### config.mk
export PLATFORM = sky130hd
export DESIGN_NAME = cer_regs
export DESIGN_NICKNAME = d
export VERILOG_FILES = /design/src/hw/cer_pkg.sv /design/src/hw/cer_regs.sv
export SDC_FILE = /design/constraint.sdc
export NUM_CORES = 1
export LEC_CHECK = 0
export ABC_AREA = 1
export BUFFER_PORTS_ARGS = -buffer_cell sky130_fd_sc_hd__buf_2
export CORE_UTILIZATION = 44
export CTS_CLUSTER_DIAMETER = 50
export DETAILED_ROUTE_END_ITERATION = 7
export PLACE_DENSITY_LB_ADDON = 0.12
export SLEW_MARGIN = 20
export SYNTH_ARGS = -nofsm -noshare
export SYNTH_HDL_FRONTEND = slang
export SYNTH_SLANG_ARGS = --single-unit
### constraint.sdc
create_clock -name sys_clk_in -period 2.55 [get_ports sys_clk_in]
set_clock_uncertainty 0.2 [all_clocks]
set_input_delay 0.6375 -clock sys_clk_in [delete_from_list [all_inputs] [get_ports sys_clk_in]]
set_output_delay 0.6375 -clock sys_clk_in [all_outputs]
set_load 0.03 [all_outputs]
### src/hw/cer_pkg.sv
// Operation
// A status flag clears only when software writes one to it; zero leaves it.
// Status register sits at offset 110h and reads zero after reset.
// Advisory non-fatal error report sets status bit 13.
// Replay timer expiry with unacknowledged packet sets status bit 12.
// Replay count rollover with unacknowledged packet sets status bit 8.
// An 8b/10b error while receiving a DLLP sets status bit 7.
// An 8b/10b error while receiving a TLP sets status bit 6.
// Any 8b/10b error sets status bit 0 regardless of packet type.
// Unimplemented bits of status and mask read zero and ignore writes.
// A set mask bit blocks flag, message, header log load and pointer update.
// Mask register sits at offset 114h and resets to 0000 2000h.
// Mask bit 13 defaults to one, masking advisory errors after reset.
// Mask bits 12, 8, 7, 6, 0 gate their flags and default to zero.
// Fields reset on link, global or power-on reset, and nothing else.
// First error pointer is a 5-bit position in the uncorrectable status register.
// An unmasked recorded error sends a correctable message when reporting is enabled.
package cer_pkg;

  // ***************************************************************************
  // Register map and field layout
  // ***************************************************************************
  localparam logic [11:0] CER_FLAGS_OFFSET = 12'h110;
  localparam logic [11:0] CER_SUPPRESS_OFFSET = 12'h114;
  localparam logic [31:0] CER_FLAGS_RESET = 32'h0000_0000;
  localparam logic [31:0] CER_SUPPRESS_RESET = 32'h0000_2000;
  localparam logic [31:0] CER_IMPL_BITS = 32'h0000_31c1;
  localparam int CER_ADVISORY_BIT = 13;
  localparam int CER_REPLAY_TMO_BIT = 12;
  localparam int CER_REPLAY_ROLL_BIT = 8;
  localparam int CER_CORRUPT_LINK_PACKET_BIT = 7;
  localparam int CER_CORRUPT_TRANSACTION_PACKET_BIT = 6;
  localparam int CER_RX_ERR_BIT = 0;

  // One cycle pulses reported by the link and physical layers.
  typedef struct packed {
    logic advisory_nonfatal;
    logic replay_timer_expired;
    logic replay_rollover;
    logic decode_err_in_dllp;
    logic decode_err_in_tlp;
    logic decode_err_any;
  } cer_event_t;

  // Configuration access from the extended configuration space decoder.
  typedef struct packed {
    logic rd;
    logic wr;
    logic [11:0] addr;
    logic [31:0] wdata;
  } cer_cfg_req_t;

endpackage

### src/hw/cer_regs.sv
`timescale 1ns/1ps
module cer_regs
  import cer_pkg::*;
(
  input wire logic sys_clk_in,
  input wire logic reset_in,
  input wire logic link_reset_in,
  input wire logic global_reset_input_in,
  input wire logic corr_report_enable_in,
  input wire cer_event_t event_in,
  input wire cer_cfg_req_t cfg_in,
  output logic [31:0] cfg_rdata_out,
  output logic cfg_rvalid_out,
  output logic corr_msg_out,
  output logic header_log_load_out,
  output logic first_err_update_out,
  output logic [4:0] first_err_ptr_out
);

  // ***************************************************************************
  // Reset and event vector
  // ***************************************************************************

  // The link and global resets come from pins, so each passes two flip-flops first.
  // The two cycles of delay are far shorter than any reset that software could notice.
  logic [1:0] link_reset_sync;
  logic [1:0] global_reset_sync;
  always_ff @(posedge sys_clk_in)
  begin
    if (reset_in)
    begin
      link_reset_sync <= 2'b00;
      global_reset_sync <= 2'b00;
    end
    else
    begin
      link_reset_sync <= {link_reset_sync[0], link_reset_in};
      global_reset_sync <= {global_reset_sync[0], global_reset_input_in};
    end
  end

  // Power-on, link and global reset all return the fields to defaults; only second stages are read.
  wire any_reset = reset_in | link_reset_sync[1] | global_reset_sync[1];
  logic [31:0] flags;
  logic [31:0] suppress;
  logic [31:0] raw_events;
  logic [31:0] recorded;
  logic [31:0] next_flags;
  logic [31:0] next_suppress;
  wire wr_flags = cfg_in.wr && (cfg_in.addr == CER_FLAGS_OFFSET);
  wire wr_suppress = cfg_in.wr && (cfg_in.addr == CER_SUPPRESS_OFFSET);
  wire rd_flags = cfg_in.rd && (cfg_in.addr == CER_FLAGS_OFFSET);
  wire rd_suppress = cfg_in.rd && (cfg_in.addr == CER_SUPPRESS_OFFSET);

  // Spread the event pulses onto their status bit positions.
  always_comb
  begin
    raw_events = '0;
    raw_events[CER_ADVISORY_BIT] = event_in.advisory_nonfatal;
    raw_events[CER_REPLAY_TMO_BIT] = event_in.replay_timer_expired;
    raw_events[CER_REPLAY_ROLL_BIT] = event_in.replay_rollover;
    raw_events[CER_CORRUPT_LINK_PACKET_BIT] = event_in.decode_err_in_dllp;
    raw_events[CER_CORRUPT_TRANSACTION_PACKET_BIT] = event_in.decode_err_in_tlp;
    // Any decode error also raises the receiver error, so the typed bits imply it.
    raw_events[CER_RX_ERR_BIT] = event_in.decode_err_any | event_in.decode_err_in_dllp
      | event_in.decode_err_in_tlp;
  end

  // ***************************************************************************
  // Status and mask update
  // ***************************************************************************

  // A masked error is not recorded at all; set beats a same-cycle clear.
  assign recorded = raw_events & ~suppress & CER_IMPL_BITS;
  assign next_flags = ((flags & ~(wr_flags ? cfg_in.wdata : 32'h0000_0000)) | recorded)
    & CER_IMPL_BITS;
  assign next_suppress = wr_suppress ? (cfg_in.wdata & CER_IMPL_BITS) : suppress;

  // Sticky flags and mask bits.
  always_ff @(posedge sys_clk_in)
  begin
    if (any_reset)
    begin
      flags <= CER_FLAGS_RESET;
      suppress <= CER_SUPPRESS_RESET;
    end
    else
    begin
      flags <= next_flags;
      suppress <= next_suppress;
    end
  end

  // ***************************************************************************
  // Read path
  // ***************************************************************************

  // Unmapped offsets read zero; the answer follows the request by one cycle.
  wire [31:0] rd_mux = rd_flags ? flags : (rd_suppress ? suppress : 32'h0000_0000);

  always_ff @(posedge sys_clk_in)
  begin
    if (reset_in)
    begin
      cfg_rdata_out <= 32'h0000_0000;
      cfg_rvalid_out <= 1'b0;
    end
    else
    begin
      cfg_rdata_out <= rd_mux;
      cfg_rvalid_out <= cfg_in.rd;
    end
  end

  // ***************************************************************************
  // Reporting side effects
  // ***************************************************************************

  // The header log and pointer belong to other blocks; we only issue their strobes and a zero pointer value.
  wire any_recorded = |recorded;
  logic first_seen;
  always_ff @(posedge sys_clk_in)
  begin
    if (any_reset)
    begin
      corr_msg_out <= 1'b0;
      header_log_load_out <= 1'b0;
      first_err_update_out <= 1'b0;
      first_err_ptr_out <= 5'h00;
      first_seen <= 1'b0;
    end
    else
    begin
      corr_msg_out <= any_recorded & corr_report_enable_in;
      header_log_load_out <= any_recorded;
      first_err_update_out <= any_recorded & ~first_seen;
      if (any_recorded && !first_seen)
      begin
        // The pointer names a position in the uncorrectable register; correctable
        // errors carry no such class, so the position stays at zero.
        first_err_ptr_out <= 5'h00;
        first_seen <= 1'b1;
      end
    end
  end

  // ***************************************************************************
  // Assertions
  // ***************************************************************************
  // Each unmasked event lands in its own flag on the edge after it arrives.
  a_flag_sets: assert property (@(posedge sys_clk_in) disable iff (any_reset)
    (event_in.advisory_nonfatal && !suppress[CER_ADVISORY_BIT]) |=> flags[CER_ADVISORY_BIT])
    else $error("advisory flag not set");
  a_tmo_sets: assert property (@(posedge sys_clk_in) disable iff (any_reset)
    (event_in.replay_timer_expired && !suppress[CER_REPLAY_TMO_BIT]) |=> flags[CER_REPLAY_TMO_BIT])
    else $error("replay timer flag not set");
  a_roll_sets: assert property (@(posedge sys_clk_in) disable iff (any_reset)
    (event_in.replay_rollover && !suppress[CER_REPLAY_ROLL_BIT]) |=> flags[CER_REPLAY_ROLL_BIT])
    else $error("rollover flag not set");
  a_dllp_sets: assert property (@(posedge sys_clk_in) disable iff (any_reset)
    (event_in.decode_err_in_dllp && !suppress[CER_CORRUPT_LINK_PACKET_BIT])
    |=> flags[CER_CORRUPT_LINK_PACKET_BIT])
    else $error("dllp flag not set");
  a_tlp_sets: assert property (@(posedge sys_clk_in) disable iff (any_reset)
    (event_in.decode_err_in_tlp && !suppress[CER_CORRUPT_TRANSACTION_PACKET_BIT])
    |=> flags[CER_CORRUPT_TRANSACTION_PACKET_BIT])
    else $error("tlp flag not set");
  a_rx_sets: assert property (@(posedge sys_clk_in) disable iff (any_reset)
    (event_in.decode_err_any && !suppress[CER_RX_ERR_BIT]) |=> flags[CER_RX_ERR_BIT])
    else $error("receiver flag not set");

  // Software clears only what it writes as one; everything else holds unless an event arrives.
  a_zero_keeps: assert property (@(posedge sys_clk_in) disable iff (any_reset)
    (wr_flags && flags[CER_RX_ERR_BIT] && !cfg_in.wdata[CER_RX_ERR_BIT]) |=> flags[CER_RX_ERR_BIT])
    else $error("flag lost on zero write");
  a_clear_one: assert property (@(posedge sys_clk_in) disable iff (any_reset)
    (wr_flags && cfg_in.wdata[CER_RX_ERR_BIT] && !raw_events[CER_RX_ERR_BIT]) |=> !flags[CER_RX_ERR_BIT])
    else $error("flag survived a clear");
  a_flags_hold: assert property (@(posedge sys_clk_in) disable iff (any_reset)
    (raw_events == 32'h0000_0000 && !wr_flags) |=> flags == $past(flags))
    else $error("flag changed without cause");

  // Masking stops the flag and every side effect; reserved bits never rise.
  a_mask_blocks: assert property (@(posedge sys_clk_in) disable iff (any_reset)
    (suppress[CER_CORRUPT_TRANSACTION_PACKET_BIT] && !flags[CER_CORRUPT_TRANSACTION_PACKET_BIT] && !wr_suppress)
    |=> !flags[CER_CORRUPT_TRANSACTION_PACKET_BIT])
    else $error("masked flag got set");
  a_masked_silent: assert property (@(posedge sys_clk_in) disable iff (any_reset)
    ((raw_events & ~suppress) == 32'h0000_0000)
    |=> (!corr_msg_out && !header_log_load_out && !first_err_update_out))
    else $error("masked error reported");
  a_reserved_zero: assert property (@(posedge sys_clk_in) disable iff (any_reset)
    ((flags | suppress) & ~CER_IMPL_BITS) == 32'h0000_0000)
    else $error("reserved bit nonzero");
  a_mask_write: assert property (@(posedge sys_clk_in) disable iff (any_reset)
    wr_suppress |=> suppress == ($past(cfg_in.wdata) & CER_IMPL_BITS))
    else $error("mask write lost");

  // Reset values, and the strobes that follow a recorded error.
  a_reset_values: assert property (@(posedge sys_clk_in)
    any_reset |=> (flags == CER_FLAGS_RESET && suppress == CER_SUPPRESS_RESET))
    else $error("reset values wrong");
  a_msg_gated: assert property (@(posedge sys_clk_in) disable iff (any_reset)
    (any_recorded && corr_report_enable_in) |=> corr_msg_out)
    else $error("message not sent");
  a_log_follows: assert property (@(posedge sys_clk_in) disable iff (any_reset)
    (|(raw_events & ~suppress)) |=> (header_log_load_out && corr_msg_out == $past(corr_report_enable_in)))
    else $error("header log strobe missing");
  a_first_update: assert property (@(posedge sys_clk_in) disable iff (any_reset)
    (any_recorded && !first_seen) |=> first_err_update_out)
    else $error("first error update missing");

  // Main scenarios that the bench should reach.
  c_clear_flag: cover property (@(posedge sys_clk_in) disable iff (any_reset)
    flags[CER_RX_ERR_BIT] ##1 wr_flags && cfg_in.wdata[CER_RX_ERR_BIT] ##1 !flags[CER_RX_ERR_BIT]);
  c_set_clear_race: cover property (@(posedge sys_clk_in) disable iff (any_reset)
    wr_flags && cfg_in.wdata[CER_REPLAY_TMO_BIT] && recorded[CER_REPLAY_TMO_BIT]);
  c_unmask_adv: cover property (@(posedge sys_clk_in) disable iff (any_reset)
    !suppress[CER_ADVISORY_BIT] && event_in.advisory_nonfatal);
  c_masked_event: cover property (@(posedge sys_clk_in) disable iff (any_reset)
    |(raw_events & suppress));
  c_first_report: cover property (@(posedge sys_clk_in) disable iff (any_reset)
    first_err_update_out);

endmodule

==> flow_summary_export.csv, run 1 <==
group,metric,value,unit
status,status,"completed",
die,die_y,59.4,um
synthesis,yosysUniqueCellTypes,20,
synthesis,yosysMostFrequentCell,"nor2_1",
grt,grt_use_met3,3.93,%
detailed_routing,initialDrtViolationCount,29,
sta,clock.fmax,598,MHz
pwr,swShare,31.3,%
sta,rsz0062_at_grt,"no",
cts,path_clk_slew,140,ps
cts,ctsHoldBuffers,0,
grt,grt_use_met2,22.6,%
cells_and_area,seq_area,541,um^2
detailed_routing,antenna_left,0,
critical_path,critPathMaxStageDelay,330,ps
sta,hold_viol,0,
die,start_util,47.1,%
cts,cts_tree,"yes",
detailed_routing,post_drt_wl_per_cell,8.11,um
synthesis,yosys_warnings,0,
grt,track_usage,14.9,%
grt,use_met1,21.1,%
cells_and_area,antenna_cells,0,
sta,fin_setup_tns,0,ps
die,core,0.00308,mm^2
synthesis,synth_top_area_share,37.3,%
cts,postCtsSetupRepairBufs,0,
pwr,pwr-share-clk,23.4,%
cells_and_area,area_delta_synth_final,11.0,%
pwr,p_seq_share,57.3,%
pwr,power_leakage,0.000843,uW
sta,maxSlewViolCount,0,
cts,numCtsBuffers,3,
place,io_buffers,40,
synthesis,synth_edf_count,0,
die,fp.dieArea,0.00353,mm^2
die,ios,98,
cts,numClockSinks,27,
critical_path,critPathArrivalTime,830,ps
grt,grt_pass1_vias,911,
cells_and_area,nets,302,
critical_path,start_kind,"flop",
detailed_routing,wirelength,2340,um
place,globalplace.congestion,0.746,
pwr,power_frac_comb,19.3,%
grt,grt_pass1_wl,3960,um
critical_path,path_delay_family,"flip-flops",
critical_path,path_class,"flop to primary output",
grt,top_usage_layer,"met2",
critical_path,crit_required,1710,ps
critical_path,slowest_stage,"dfxtp_1",
synthesis,yosysTopAreaCell,"dfxtp_1",
die,chipWidth,59.4,um
critical_path,worstPathMaxFanout,1,
sta,setup_viol,0,
pwr,switching_power,242,uW
synthesis,synth_cells,202,
pwr,p_total,774,uW
sta,fin_crit_sh,65.6,%
grt,antenna_found_initial,0,
sta,post-route-min-period,1670,ps
cts,h-tree-depth,1,
cts,cts_root_buf,"clkbuf_4",
detailed_routing,vias,1146,
run,drv_cap,0,
cts,clockBufferDepth,2,
synthesis,yosys-top-cells-area,"dfxtp_1 (37%), buf_4 (16%), nor2_1 (12%)",
cells_and_area,drive_gt1_share,23.8,%
cells_and_area,multi_input_area,664,um^2
hold_path,min_path_type,"flop to flop",
pwr,power.density,481,mW/mm^2
synthesis,ys_seq_elements,27,
pwr,ir_drop,0.000298,V
grt,grt_max_degree,16,
detailed_routing,route.detailed.drc,0,
grt,grt_overflow_total,0,
pwr,p_int,532,uW
cts,insertion_delay,320,ps
synthesis,async_flop_share,0,%
detailed_routing,vias_per_cell,3.98,
synthesis,yosys-top-cells-count,"nor2_1 (48), buf_4 (31), inv_1 (30)",
die,rows,20,
critical_path,critPathBufInv,1,
place,dp.final_hpwl,1930,um
synthesis,yosysSeqAreaShare,37.3,%
detailed_routing,detail_route.first_pass.iterations,5,
synthesis,synth_area_per_cell,7.18,um^2
synthesis,synthesis.area,0.00145,mm^2
critical_path,crit_chain,"buf_2",
cts,post_cts_resized,0,
cells_and_area,nFillCells,327,
synthesis,synth_ff_type,"dfxtp_1",
critical_path,cp-end-kind,"primary output",
## cells by family after synthesis
kind of cell,share of synthesized area (%)
and+or+nand+nor,33.5
buffers and inverters,24.7
DFF,37.3
AOI/OAI and AO/OA,4.31
other,0.259
## final cells by class
class                      instances  share of cell area (%)
sequential                        27                    33.6
inverter                          31                    7.54
clock inverter                     1                   0.311
clock buffer                       3                    1.40
multi-input combinational        142                    41.3
tap                               44                    3.42
timing repair buffer              40                    12.4
## cells in the final DEF, fill, tap and decap left out
cell type	count
nor3_4	1
inv_1	30
o21bai_1	1
nand2_1	29
nand2_2	2
nor2_8	1
nor2_1	48
nand3_1	3
nand3_4	3
buf_2	40
nor2_4	1
o21ai_1	5
conb_1	31
or2_2	2
nor2_2	3
a21oi_1	6
clkbuf_4	3
clkinv_2	1
dfxtp_1	27
nand4_1	6
clkinv_4	1
## sequential cells by signal, summed over array words and instances (netlist names)
signal                flops
first_err_update_out      1
link_reset_sync           2
suppress                  6
first_seen                1
cfg_rdata_out             6
corr_msg_out              1
cfg_rvalid_out            1
global_reset_sync         2
flags                     6
header_log_load_out       1
## worst paths after layout
check	slack [ps]	endpoint	depth (start not counted)	start
worst min-delay path	210	global_reset_sync[1]	2	global_reset_sync[0]
worst max register to register	1200	flags[7]	3	link_reset_sync[1]
worst max-delay path	880	cfg_rdata_out[7]	1	cfg_rdata_out[7]
worst min register to register	210	global_reset_sync[1]	2	global_reset_sync[0]
## metrics by stage
step	cells	hold slack, ps	area (um^2)	util (%)	setup WS [ps]
2_1_floorplan	232	188	1560	-	916
5_1_grt	288	240	1610	52.3	813
4_1_cts	288	214	1610	52.3	868
3_5_place_dp	284	195	1580	51.4	668
6_report	288	213	1610	52.3	878
3_3_place_gp	284	190	1580	51.4	670
## routing by layer
metal | share of wire (%) | vias to the layer above | wire length [um]
met1 | 50 | 471 | 1170
met3 | 6.3 | 2 | 148
met5 | 0 | - | 0
li1 | - | 630 | -
met4 | 0.81 | 0 | 19
met2 | 43 | 43 | 1000
## power by group through the flow
stage               Sequential (uW)  Clock (uW)  Combinational, uW
floorplan                       460           0                137
global placement                453           0                148
detailed placement              453           0                149
CTS                             444         185                150
global route                    445         203                164
finish                          444         181                150
Power figures use the tool's default switching activity.
==> inputs of run 2 (changes only) <==
--- a/config.mk
+++ b/config.mk
@@ -7,7 +7,7 @@
 export LEC_CHECK = 0
 export ABC_AREA = 1
 export BUFFER_PORTS_ARGS = -buffer_cell sky130_fd_sc_hd__buf_2
-export CORE_UTILIZATION = 44
+export CORE_UTILIZATION = 37
 export CTS_CLUSTER_DIAMETER = 50
 export DETAILED_ROUTE_END_ITERATION = 7
 export PLACE_DENSITY_LB_ADDON = 0.12
==> constraint.sdc (replaced) <==
create_clock -name sys_clk_in -period 1.5 [get_ports sys_clk_in]
set_clock_uncertainty 0.2 [all_clocks]
set_input_delay 0.375 -clock sys_clk_in [delete_from_list [all_inputs] [get_ports sys_clk_in]]
set_output_delay 0.375 -clock sys_clk_in [all_outputs]
set_load 0.03 [all_outputs]
==> run 2 against run 1 <==
Combinational power grew 73%. Sequential power grew 70%. First-iteration DRC count shrank 34%. Utilization shrank 7.3 points. Routed wire length grew 4.4%. Die area grew 18%. Final area grew 4.0%. Sequential share of layout area shrank 1.3 points. Via count grew 0.87%. Register-to-register slack lost 980 ps. Critical path depth is the same. Critical endpoint is now cfg_rdata_out[13]. Largest cell class unchanged. Largest power group unchanged.
==> flow_summary_export.csv, run 2 (synthesized netlist as in run 1, its figures left out) <==
group,metric,value,unit
cts,ctsHoldBuffers,0,
sta,post-route-min-period,1340,ps
die,start_util,39.0,%
critical_path,start_kind,"flop",
cells_and_area,drive_gt1_share,25.3,%
critical_path,critPathMaxStageDelay,310,ps
cts,clockBufferDepth,2,
detailed_routing,vias_per_cell,3.89,
critical_path,crit_chain,"buf_2",
cts,numClockSinks,27,
run,drv_cap,0,
detailed_routing,route.detailed.drc,0,
detailed_routing,wirelength,2440,um
cells_and_area,post-route-util,45.0,%
cts,path_clk_slew,90,ps
cells_and_area,mostFrequentLayoutCells,"nor2_1 (48), buf_2 (40), conb_1 (31)",
die,chipWidth,64.6,um
critical_path,path_class,"flop to primary output",
cells_and_area,antenna_cells,0,
detailed_routing,detail_route.first_pass.iterations,4,
pwr,power_leakage,0.000873,uW
cts,post_cts_resized,0,
cts,cts_tree,"yes",
sta,hold_viol,0,
detailed_routing,antenna_left,0,
grt,grt_overflow_total,0,
grt,antenna_found_initial,0,
sta,worst_slack,156,ps
grt,grt_max_degree,17,
cells_and_area,top_regs,"cfg_rdata_out (6), flags (6), suppress (6)",
critical_path,path_delay_family,"flip-flops",
grt,grt_pass1_vias,1005,
critical_path,crit_required,920,ps
cells_and_area,nFillCells,429,
sta,rsz0062_at_grt,"no",
critical_path,critPathArrivalTime,770,ps
sta,maxSlewViolCount,0,
place,globalplace.congestion,0.794,
detailed_routing,vias,1156,
critical_path,critPathBufInv,1,
critical_path,slowest_stage,"dfxtp_1",
place,dp_slack,-64.7,ps
sta,clock.fmax,744,MHz
detailed_routing,post_drt_wl_per_cell,8.21,um
cells_and_area,seq_area,541,um^2
pwr,ir_drop,0.000561,V
pwr,power.density,853,mW/mm^2
cts,numCtsBuffers,3,
grt,grt_pass1_wl,4200,um
cts,insertion_delay,270,ps
cts,postCtsSetupRepairBufs,0,
sta,setup_viol,0,
die,die_y,64.6,um
die,rows,22,
cells_and_area,nets,307,
cts,cts_root_buf,"clkbuf_8",
cells_and_area,area_delta_synth_final,15.4,%
place,dp.final_hpwl,2040,um
cells_and_area,final_common_cell,"nor2_1",
grt,track_usage,13.3,%
hold_path,min_path_type,"input pin to flop",
sta,fin_crit_sh,89.6,%
die,ios,98,
status,status,"completed",
critical_path,cp-end-kind,"primary output",
cells_and_area,multi_input_area,664,um^2
die,fp.dieArea,0.00417,mm^2
cts,h-tree-depth,1,
sta,fin_setup_tns,0,ps
critical_path,worstPathMaxFanout,1,
die,core,0.00372,mm^2
place,io_buffers,40,
detailed_routing,initialDrtViolationCount,19,
==> run 2: changes by cell type in the layout (fill, tap and decap cells not counted) <==
cell / delta
clkinv_2: -1
clkinvlp_4: +1
buf_4: +5
clkbuf_4: -3
clkbuf_8: +3
==> run 2: final timing paths <==
kind                         start                    to  slack [ps]  cells past startpoint
max              cfg_rdata_out[13]     cfg_rdata_out[13]         160                      1
min          global_reset_input_in  global_reset_sync[0]          90                      3
max reg2reg            suppress[6]  first_err_update_out         220                      6
min reg2reg     link_reset_sync[0]    link_reset_sync[1]         210                      2
==> run 2: per-layer routing <==
| layer | GRT usage (%) | wire length [um] |
|---|---|---|
| met5 | 0 | 0 |
| met3 | 4.58 | 202 |
| met4 | 7.22 | 63 |
| met2 | 22.0 | 1040 |
| met1 | 15.0 | 1130 |
==> run 2: cell type report <==
type / instances / area share [%]
timing repair buffer: 45 / 14.2
tap: 48 / 3.59
multi-input combinational: 142 / 39.7
sequential: 27 / 32.3
clock buffer: 3 / 2.47
clock inverter: 1 / 0.449
inverter: 31 / 7.26
==> run 2: where the power goes <==
group	internal (uW)	switching, uW	total, uW
registers	742	10.6	753
clock network	189	224	413
logic	67.0	193	260
==> run 2: tightest hold or removal path: stages <==
cell and delay, ps:
buf_2 90, inv_1 40, nor2_1 30
==> run 2: stage by stage <==
stage | hold WS, ps | power, uW | std cells | instance area [um^2]
2_1_floorplan | 188 | 1020 | 232 | 1560
3_3_place_gp | 189 | 1030 | 293 | 1620
3_5_place_dp | 194 | 1030 | 293 | 1620
5_1_grt | 71.5 | 1500 | 297 | 1670
4_1_cts | 83.7 | 1450 | 297 | 1670
6_report | 93.3 | 1430 | 297 | 1670
